[src/rtl/ptcs_pkg.sv]
package ptcs_pkg;

    // Register indices; byte address is four times the index
    localparam logic [7:0] IDX_CLK_SEL = 8'h09;
    localparam logic [7:0] IDX_TIMER_CTRL = 8'h0B;
    localparam logic [7:0] IDX_STATUS = 8'h10;
    localparam logic [7:0] IDX_COUNT = 8'h11;

    // Reset values
    localparam logic [7:0] CLK_SEL_RESET = 8'h00;
    localparam logic [7:0] TIMER_CTRL_RESET = 8'h00;

    // Clock source select field positions
    localparam int CS_PSEUDO_STOP_BIT = 6;
    localparam int CS_WD_SEL_HIGH_BIT = 4;
    localparam int CS_TIMER_SEL_BIT = 1;
    localparam int CS_WD_SEL_LOW_BIT = 0;

    // Timer control field positions
    localparam int TC_DECIMAL_BIT = 7;
    localparam int TC_PRESCALE_MSB = 6;
    localparam int TC_PRESCALE_LSB = 4;
    localparam int TC_MODULUS_MSB = 3;

    // Status field positions
    localparam int ST_OSC_UP_BIT = 0;
    localparam int ST_FLAG_BIT = 1;
    localparam int ST_RUNNING_BIT = 2;
    localparam int ST_TIMER_SEL_BIT = 3;

    // Prescaler figures
    localparam int PRESCALE_W = 18;
    localparam int BIN_SHIFT_BASE = 9;
    localparam logic [2:0] PRESCALE_OFF_CODE = 3'h0;
    localparam logic [PRESCALE_W-1:0] DEC_BASE_0 = 18'h0_03E8;
    localparam logic [PRESCALE_W-1:0] DEC_BASE_1 = 18'h0_07D0;
    localparam logic [PRESCALE_W-1:0] DEC_BASE_2 = 18'h0_1388;
    localparam logic [PRESCALE_W-1:0] DEC_BASE_3 = 18'h0_2710;
    localparam logic [PRESCALE_W-1:0] DEC_BASE_4 = 18'h0_4E20;
    localparam logic [PRESCALE_W-1:0] DEC_BASE_5 = 18'h0_C350;
    localparam logic [PRESCALE_W-1:0] DEC_BASE_6 = 18'h1_86A0;
    localparam logic [PRESCALE_W-1:0] DEC_BASE_7 = 18'h3_0D40;

    // Watchdog source codes
    localparam logic [1:0] WD_SRC_RC = 2'h0;
    localparam logic [1:0] WD_SRC_CRYSTAL = 2'h1;
    localparam logic [1:0] WD_SRC_ALWAYS_ON = 2'h2;

    // Clock enables of the three sources, one pclk cycle each
    typedef struct packed {
        logic always_on;
        logic crystal;
        logic trimmed_rc;
    } ptcs_ticks_t;

    // Timer control register layout
    typedef struct packed {
        logic decimal_divider_select;
        logic [2:0] prescale;
        logic [3:0] modulus;
    } ptcs_ctrl_t;

endpackage

[src/rtl/ptcs_top.sv]
// Local design decision: register access over APB.
`timescale 1ns/1ps
// Function
// - Timer clock select bit: 0 picks trimmed RC clock, 1 picks crystal clock.
// - Changing the timer clock select bit restarts the timer period.
// - Timer clock select accepts 1 only while oscillator is up.
// - Oscillator loss clears the timer clock select bit.
// - Watchdog mux: 00 RC, 01 crystal, high bit 1 always-on RC.
// - With high watchdog bit 1, low bit changes do nothing.
// - With high watchdog bit 0, low bit change restarts watchdog period.
// - Low watchdog select accepts 1 only while oscillator is up.
// - Oscillator loss clears the low watchdog select bit.
// - In stop mode timer runs only in pseudo-stop on crystal clock.
// - Timer control always accessible; every write restarts the period.
// - Any timer select change, oscillator loss included, restarts the period.
// - Control bit 7 picks binary (0) or decimal (1) prescaling.
// - Bits 6..4 pick prescale; binary codes 001..111 give 2^10..2^16.
// - Bits 3..0 give modulus field plus one, multiplied with prescaler.
// - Binary prescale code 000 turns the timer off.
// - Decimal codes give bases 1000 through 200000 times modulus field plus one.
module ptcs_top (
    // Clock and reset
    input wire logic pclk,
    input wire logic presetn,
    // APB slave
    input wire logic psel,
    input wire logic penable,
    input wire logic pwrite,
    input wire logic [11:0] paddr,
    input wire logic [31:0] pwdata,
    input wire logic [3:0] pstrb,
    output logic [31:0] prdata,
    output logic pready,
    output logic pslverr,
    // Clock sources and system state
    input wire ptcs_pkg::ptcs_ticks_t source_ticks,
    input wire logic oscillator_up_status,
    input wire logic stop_mode_active,
    // Periodic timer
    output logic timeout_pulse,
    output logic timeout_flag,
    // Watchdog clocking
    output logic [1:0] watchdog_source,
    output logic watchdog_tick,
    output logic watchdog_restart
);

    // APB state
    logic [31:0] prdata_q;
    logic [31:0] prdata_d;
    logic pready_q;
    logic pslverr_q;
    logic pslverr_d;
    logic setup_phase;
    logic write_taken;
    logic [7:0] reg_index;
    logic word_aligned;

    // Registers
    logic [7:0] clk_sel_q;
    logic [7:0] clk_sel_d;
    ptcs_pkg::ptcs_ctrl_t ctrl_q;
    logic timeout_flag_q;
    logic timeout_pulse_q;

    // Timer datapath
    logic [ptcs_pkg::PRESCALE_W-1:0] pre_cnt_q;
    logic [3:0] mod_cnt_q;
    logic [ptcs_pkg::PRESCALE_W-1:0] pre_limit;
    logic timer_off;
    logic timer_tick;
    logic count_en;
    logic timer_restart;
    logic period_end;
    logic wr_clk_sel;
    logic wr_ctrl;
    logic wr_status;

    // Watchdog
    logic [1:0] wd_source_q;
    logic [1:0] wd_source_d;
    logic wd_tick_q;
    logic wd_restart_q;
    logic wd_restart_d;

    assign setup_phase = psel && !penable && !pready_q;
    assign reg_index = paddr[9:2];
    assign word_aligned = (paddr[1:0] == 2'h0) && (paddr[11:10] == 2'h0);
    assign write_taken = psel && penable && pready_q && pwrite
        && !pslverr_q && pstrb[0];
    assign wr_clk_sel = write_taken
        && (reg_index == ptcs_pkg::IDX_CLK_SEL);
    assign wr_ctrl = write_taken
        && (reg_index == ptcs_pkg::IDX_TIMER_CTRL);
    assign wr_status = write_taken
        && (reg_index == ptcs_pkg::IDX_STATUS);

    // Address decode and read data, captured in the setup cycle
    always_comb begin
        prdata_d = 32'h0000_0000;
        pslverr_d = 1'b0;
        if (!word_aligned) begin
            pslverr_d = 1'b1;
        end else begin
            case (reg_index)
                ptcs_pkg::IDX_CLK_SEL: begin
                    prdata_d[7:0] = clk_sel_q;
                end
                ptcs_pkg::IDX_TIMER_CTRL: begin
                    prdata_d[7:0] = ctrl_q;
                end
                ptcs_pkg::IDX_STATUS: begin
                    prdata_d[ptcs_pkg::ST_OSC_UP_BIT] = oscillator_up_status;
                    prdata_d[ptcs_pkg::ST_FLAG_BIT] = timeout_flag_q;
                    prdata_d[ptcs_pkg::ST_RUNNING_BIT] = !timer_off;
                    prdata_d[ptcs_pkg::ST_TIMER_SEL_BIT] =
                        clk_sel_q[ptcs_pkg::CS_TIMER_SEL_BIT];
                end
                ptcs_pkg::IDX_COUNT: begin
                    prdata_d[ptcs_pkg::PRESCALE_W+3:0] = {pre_cnt_q, mod_cnt_q};
                end
                default: begin
                    pslverr_d = 1'b1;
                end
            endcase
        end
    end

    // One-cycle answer: pready rises in the first access cycle
    always_ff @(posedge pclk or negedge presetn) begin
        if (!presetn) begin
            pready_q <= 1'b0;
            pslverr_q <= 1'b0;
            prdata_q <= 32'h0000_0000;
        end else begin
            pready_q <= setup_phase;
            if (setup_phase) begin
                pslverr_q <= pslverr_d;
                prdata_q <= pwrite ? 32'h0000_0000 : prdata_d;
            end else begin
                pslverr_q <= 1'b0;
            end
        end
    end

    // Clock source select: crystal selects only stick with oscillator up
    always_comb begin
        clk_sel_d = clk_sel_q;
        if (wr_clk_sel) begin
            clk_sel_d = 8'h00;
            clk_sel_d[ptcs_pkg::CS_PSEUDO_STOP_BIT] =
                pwdata[ptcs_pkg::CS_PSEUDO_STOP_BIT];
            clk_sel_d[ptcs_pkg::CS_WD_SEL_HIGH_BIT] =
                pwdata[ptcs_pkg::CS_WD_SEL_HIGH_BIT];
            clk_sel_d[ptcs_pkg::CS_TIMER_SEL_BIT] =
                pwdata[ptcs_pkg::CS_TIMER_SEL_BIT];
            clk_sel_d[ptcs_pkg::CS_WD_SEL_LOW_BIT] =
                pwdata[ptcs_pkg::CS_WD_SEL_LOW_BIT];
        end
        if (!oscillator_up_status) begin
            clk_sel_d[ptcs_pkg::CS_TIMER_SEL_BIT] = 1'b0;
            clk_sel_d[ptcs_pkg::CS_WD_SEL_LOW_BIT] = 1'b0;
        end
    end

    always_ff @(posedge pclk or negedge presetn) begin
        if (!presetn) begin
            clk_sel_q <= ptcs_pkg::CLK_SEL_RESET;
        end else begin
            clk_sel_q <= clk_sel_d;
        end
    end

    // Timer control register, all-zero reset leaves the timer off
    always_ff @(posedge pclk or negedge presetn) begin
        if (!presetn) begin
            ctrl_q <= ptcs_pkg::TIMER_CTRL_RESET;
        end else if (wr_ctrl) begin
            ctrl_q <= pwdata[7:0];
        end
    end

    // Prescale limit from mode and code
    always_comb begin
        pre_limit = '0;
        if (ctrl_q.decimal_divider_select) begin
            case (ctrl_q.prescale)
                3'h0: pre_limit = ptcs_pkg::DEC_BASE_0 - 1'b1;
                3'h1: pre_limit = ptcs_pkg::DEC_BASE_1 - 1'b1;
                3'h2: pre_limit = ptcs_pkg::DEC_BASE_2 - 1'b1;
                3'h3: pre_limit = ptcs_pkg::DEC_BASE_3 - 1'b1;
                3'h4: pre_limit = ptcs_pkg::DEC_BASE_4 - 1'b1;
                3'h5: pre_limit = ptcs_pkg::DEC_BASE_5 - 1'b1;
                3'h6: pre_limit = ptcs_pkg::DEC_BASE_6 - 1'b1;
                default: pre_limit = ptcs_pkg::DEC_BASE_7 - 1'b1;
            endcase
        end else begin
            pre_limit = ({{(ptcs_pkg::PRESCALE_W-1){1'b0}}, 1'b1}
                << (ptcs_pkg::BIN_SHIFT_BASE + 32'(ctrl_q.prescale)))
                - 1'b1;
        end
    end

    assign timer_off = !ctrl_q.decimal_divider_select
        && (ctrl_q.prescale == ptcs_pkg::PRESCALE_OFF_CODE);

    // Source tick for the timer
    assign timer_tick = clk_sel_q[ptcs_pkg::CS_TIMER_SEL_BIT]
        ? source_ticks.crystal : source_ticks.trimmed_rc;

    // Halt in stop mode unless pseudo-stop on the crystal
    assign count_en = timer_tick && !timer_off && (!stop_mode_active
        || (clk_sel_q[ptcs_pkg::CS_PSEUDO_STOP_BIT]
        && clk_sel_q[ptcs_pkg::CS_TIMER_SEL_BIT]));

    // Write to control or any change of the timer select, loss included
    assign timer_restart = wr_ctrl
        || (clk_sel_d[ptcs_pkg::CS_TIMER_SEL_BIT]
        != clk_sel_q[ptcs_pkg::CS_TIMER_SEL_BIT]);

    assign period_end = count_en && !timer_restart
        && (pre_cnt_q == pre_limit)
        && (mod_cnt_q == ctrl_q.modulus);

    // Prescale and modulus counters; counts held, not cleared, when halted
    always_ff @(posedge pclk or negedge presetn) begin
        if (!presetn) begin
            pre_cnt_q <= '0;
            mod_cnt_q <= 4'h0;
        end else if (timer_restart) begin
            pre_cnt_q <= '0;
            mod_cnt_q <= 4'h0;
        end else if (count_en) begin
            if (pre_cnt_q >= pre_limit) begin
                pre_cnt_q <= '0;
                if (mod_cnt_q >= ctrl_q.modulus) begin
                    mod_cnt_q <= 4'h0;
                end else begin
                    mod_cnt_q <= mod_cnt_q + 4'h1;
                end
            end else begin
                pre_cnt_q <= pre_cnt_q + 1'b1;
            end
        end
    end

    // Timeout pulse and sticky flag; setting wins over a clear
    always_ff @(posedge pclk or negedge presetn) begin
        if (!presetn) begin
            timeout_pulse_q <= 1'b0;
            timeout_flag_q <= 1'b0;
        end else begin
            timeout_pulse_q <= period_end;
            if (period_end) begin
                timeout_flag_q <= 1'b1;
            end else if (wr_status && pwdata[ptcs_pkg::ST_FLAG_BIT]) begin
                timeout_flag_q <= 1'b0;
            end
        end
    end

    // Watchdog source and restart
    always_comb begin
        if (clk_sel_d[ptcs_pkg::CS_WD_SEL_HIGH_BIT]) begin
            wd_source_d = ptcs_pkg::WD_SRC_ALWAYS_ON;
        end else if (clk_sel_d[ptcs_pkg::CS_WD_SEL_LOW_BIT]) begin
            wd_source_d = ptcs_pkg::WD_SRC_CRYSTAL;
        end else begin
            wd_source_d = ptcs_pkg::WD_SRC_RC;
        end
        wd_restart_d = (clk_sel_d[ptcs_pkg::CS_WD_SEL_HIGH_BIT]
            != clk_sel_q[ptcs_pkg::CS_WD_SEL_HIGH_BIT])
            || (!clk_sel_q[ptcs_pkg::CS_WD_SEL_HIGH_BIT]
            && !clk_sel_d[ptcs_pkg::CS_WD_SEL_HIGH_BIT]
            && (clk_sel_d[ptcs_pkg::CS_WD_SEL_LOW_BIT]
            != clk_sel_q[ptcs_pkg::CS_WD_SEL_LOW_BIT]));
    end

    always_ff @(posedge pclk or negedge presetn) begin
        if (!presetn) begin
            wd_source_q <= ptcs_pkg::WD_SRC_RC;
            wd_restart_q <= 1'b0;
        end else begin
            wd_source_q <= wd_source_d;
            wd_restart_q <= wd_restart_d;
        end
    end

    // Watchdog tick follows the registered source
    always_ff @(posedge pclk or negedge presetn) begin
        if (!presetn) begin
            wd_tick_q <= 1'b0;
        end else begin
            case (wd_source_q)
                ptcs_pkg::WD_SRC_CRYSTAL: wd_tick_q <= source_ticks.crystal;
                ptcs_pkg::WD_SRC_ALWAYS_ON: wd_tick_q <= source_ticks.always_on;
                default: wd_tick_q <= source_ticks.trimmed_rc;
            endcase
        end
    end

    assign prdata = prdata_q;
    assign pready = pready_q;
    assign pslverr = pslverr_q;
    assign timeout_pulse = timeout_pulse_q;
    assign timeout_flag = timeout_flag_q;
    assign watchdog_source = wd_source_q;
    assign watchdog_tick = wd_tick_q;
    assign watchdog_restart = wd_restart_q;

endmodule

[config.mk]
export PLATFORM = sky130hd
export DESIGN_NAME = ptcs_top
export DESIGN_NICKNAME = d
export VERILOG_FILES = /design/src/rtl/ptcs_pkg.sv /design/src/rtl/ptcs_top.sv
export SDC_FILE = /design/constraint.sdc
export NUM_CORES = 1
export LEC_CHECK = 0
export BUFFER_PORTS_ARGS = -buffer_cell sky130_fd_sc_hd__buf_2
export CAP_MARGIN = 20
export CELL_PAD_IN_SITES_DETAIL_PLACEMENT = 1
export CELL_PAD_IN_SITES_GLOBAL_PLACEMENT = 1
export CORE_MARGIN = 10
export CORE_UTILIZATION = 44
export CTS_CLUSTER_DIAMETER = 30
export DETAILED_ROUTE_END_ITERATION = 10
export PLACE_DENSITY = 0.89
export SKIP_LAST_GASP = 1
export SYNTH_ARGS = -nofsm -noshare
export SYNTH_HDL_FRONTEND = slang
export SYNTH_SLANG_ARGS = --single-unit
[constraint.sdc]
create_clock -name pclk -period 10.4 [get_ports pclk]
set_input_delay 1.56 -clock pclk [delete_from_list [all_inputs] [get_ports pclk]]
set_output_delay 1.56 -clock pclk [all_outputs]
set_load 0.05 [all_outputs]
==> reports/metrics.cfg <==
[timing]
fmax_mhz=206
clock_skew_ns=0.00684
grt_setup_unrepaired=no
period_minus_slack_ns=4.84
setup_viol=0
holdWs_ns=0.501
fin_crit_sh_pct=46.6
relSlewSlack_pct=38.2
setup_ws_ns=5.56
slew_violations=0
finalHoldViolations=0
worstMarginPinSlew_ns=0.924
setup_tns_ns=0

[critical_path]
end_kind=flip-flop
reg2reg_from=ctrl_q[5]
max_stage_delay_ns=0.73
crit_slowest_cell=dfrtp_1
reg2regPathDepth=15
crit_start=ctrl_q[5]
r2r_end=mod_cnt_q[1]
critical_path_arrival_ns=5.11
crit_path_max_fanout=19
cp_cell_sequence=nand2_1 > inv_1 > ha_1 > nand2b_1 > nor2_1 > nand2_1 > xnor2_1 > o21ai_0 > ha_1 > nand4_1 > nor3_1 > o31ai_1 > a31oi_1 > or2_1 > mux2i_1
start_kind=flip-flop
crit_required_ns=10.67
worstSetupPathType=flip-flop to flip-flop
rrSetupSlack_ns=5.56

[yosys]
yosysTopAreaCell=dfrtp_1
synth_edf_count=0
yosysWarnings=0
synth_area_per_cell_um2=9.16
synth_area_mm2=0.00421
synth-async-reset-ratio_pct=100
synth_top_area_share_pct=37.4
synth_area_leaders=dfrtp_1 (37%), ha_1 (9.2%), a22o_1 (5.8%)
yosysMostFrequentCell=dfrtp_1
seq_area_frac_synth_pct=37.4
synth_seq_cells=63
ys.flop_type=dfrtp_1
postSynthCellCount=460
synth_common_cells=dfrtp_1 (63), nand2_1 (43), nor2_1 (41)
synth_cell_types=64

[clock_network]
cts_hold_buf=0
ctsRootBufferMaster=clkbuf_8
cts_sinks=63
cts_tree=built
ctsResizeCount=0
cts_buffers=9
clk_pin_slew_ns=0.07
cts_buffer_depth=2
post_cts_buffers=0
clk_latency_ns=0.35
h-tree-depth=3

[die]
io_pins=98
die_height_um=118
fp.dieW_um=118
start_util_pct=45.4
rows=35
fp.dieArea_mm2=0.0139
core_area_mm2=0.00928

[finish]
nFillCells=1106
layout.nets=600
drive_above_1_share_pct=18.4
stdcell_area_mm2=0.00476
antennaDiodeCount=0
areaGrowthSynthToFinish_pct=13.0

[hold_path]
hold_start=prdata[8]
hold_end=prdata[8]
holdCritPathClass=flip-flop to flip-flop
holdPathStages=1

[detailed_routing]
vias=3854
remaining_drc_errors=0
met1_length_mm=5.36
dr.pass1.iters=4
drt-initial-drc-count=271
drtAntennaViolNets=0
vias_per_cell=5.98
highest_layer=met4
routed-wl-met2_mm=6.63
post_drt_wl_per_cell_um=20.3
wirelength_mm=13.1
wl_met3_um=738

[flow_run]
maxCapViolCount=0

[global_route]
antenna_found_initial=0
grt_max_degree=64
first_global_vias=4119
track_usage_pct=18.7
grt_pass1_wl_mm=21.5
overflow=0

[power_and_ir_drop]
totalPowerFinal_w=0.000644
power_leakage_nw=2.37
p_per_area_mw_per_mm2=135
ir_drop_uv=67.1

[placement]
port_buffers=60
hpwl_mm=9.30
pre_cts_ws_ns=5.67
gp_congestion=0.874
post_dp_cell_area_mm2=0.00454

[status]
status=complete, no violations

[through the flow]
step,util [%],instances
floorplan,-,471
global placement,48.9,629
detailed placement,48.9,629
CTS,51.3,645
global route,51.3,645
finish,51.3,645
[routing by layer]
layer	global-route usage, %	vias up
met3	4.32	34
met2	33.4	134
met1	21.1	1943
li1	-	1743
met5	0	-
met4	6.65	0
[worst max-delay path: cells and delay by family, from the launching register on]
| family | cells | cell delay [ns] |
|---|---|---|
| mux | 1 | 0.25 |
| fa+ha+maj | 2 | 0.53 |
| flops | 1 | 0.73 |
| simple gates | 7 | 2.03 |
| buf+inv | 1 | 0.28 |
| compound gates | 3 | 0.76 |
| xor+xnor | 1 | 0.18 |
[cells by family after synthesis]
family	Yosys count	share of synthesized area, %
adders and majority gates	31	9.21
other	2	0.178
AOI/OAI and AO/OA	116	19.2
buffers and inverters	55	6.59
and+or+nand+nor	166	21.2
DFF	63	37.4
xor gates and xnor gates	13	2.70
muxes	14	3.45
[area by class of cell]
cell class                 instances  area (um2)  share of cell area, %
multi-input combinational        353        2400                   50.4
sequential                        63        1580                   33.1
timing repair buffer              62         315                   6.62
tap                              129         161                   3.39
clock buffer                      13         159                   3.34
inverter                          22        82.6                   1.74
clock inverter                     3        65.1                   1.37
[how the worst max path moves through the flow]
stage / cells after the start / end
after floorplan: 19 / pre_cnt_q[10]
after global placement: 15 / mod_cnt_q[3]
after detailed placement: 15 / mod_cnt_q[3]
after CTS: 15 / mod_cnt_q[3]
after global routing: 15 / mod_cnt_q[3]
final: 15 / mod_cnt_q[1]
[placed cells by master (no fill, tap or decap), drive strengths merged, types with 2 or more instances in the layout]
| cell | count |
|---|---|
| nand3b | 3 |
| mux2i | 10 |
| nand2 | 44 |
| inv | 22 |
| o22ai | 5 |
| nand2b | 8 |
| and3b | 2 |
| a22o | 28 |
| buf | 62 |
| o22a | 2 |
| ha | 31 |
| and3 | 8 |
| mux2 | 4 |
| nor2b | 10 |
| o221ai | 3 |
| a32oi | 2 |
| dfrtp | 63 |
| nand3 | 12 |
| xnor2 | 3 |
| and4 | 3 |
| o21ai | 32 |
| nor2 | 41 |
| nor3b | 3 |
| a31oi | 2 |
| bufinv | 2 |
| nor4 | 4 |
| a22oi | 3 |
| xor2 | 10 |
| conb | 13 |
| o31ai | 4 |
| a21o | 2 |
| a21oi | 18 |
| and2 | 2 |
| a21boi | 2 |
| a211oi | 3 |
| nand4 | 11 |
| nor3 | 8 |
| o211ai | 3 |
| clkbuf | 13 |
[sequential cells by signal (all words and copies together), names as in the netlist]
register          flops
prdata               22
pre_cnt_q            18
ctrl_q                8
clk_sel_q             4
mod_cnt_q             4
pready                1
pslverr               1
timeout_flag          1
timeout_pulse         1
watchdog_restart      1
watchdog_source       1
watchdog_tick         1
[power breakdown]
group	switching, W	total [W]	internal, W
logic	0.0000725	0.000113	0.0000402
registers	0.0000231	0.000283	0.000260
clock network	0.000100	0.000248	0.000148
total	0.000196	0.000644	0.000448
Note: power is estimated with default switching activity, not from simulation.
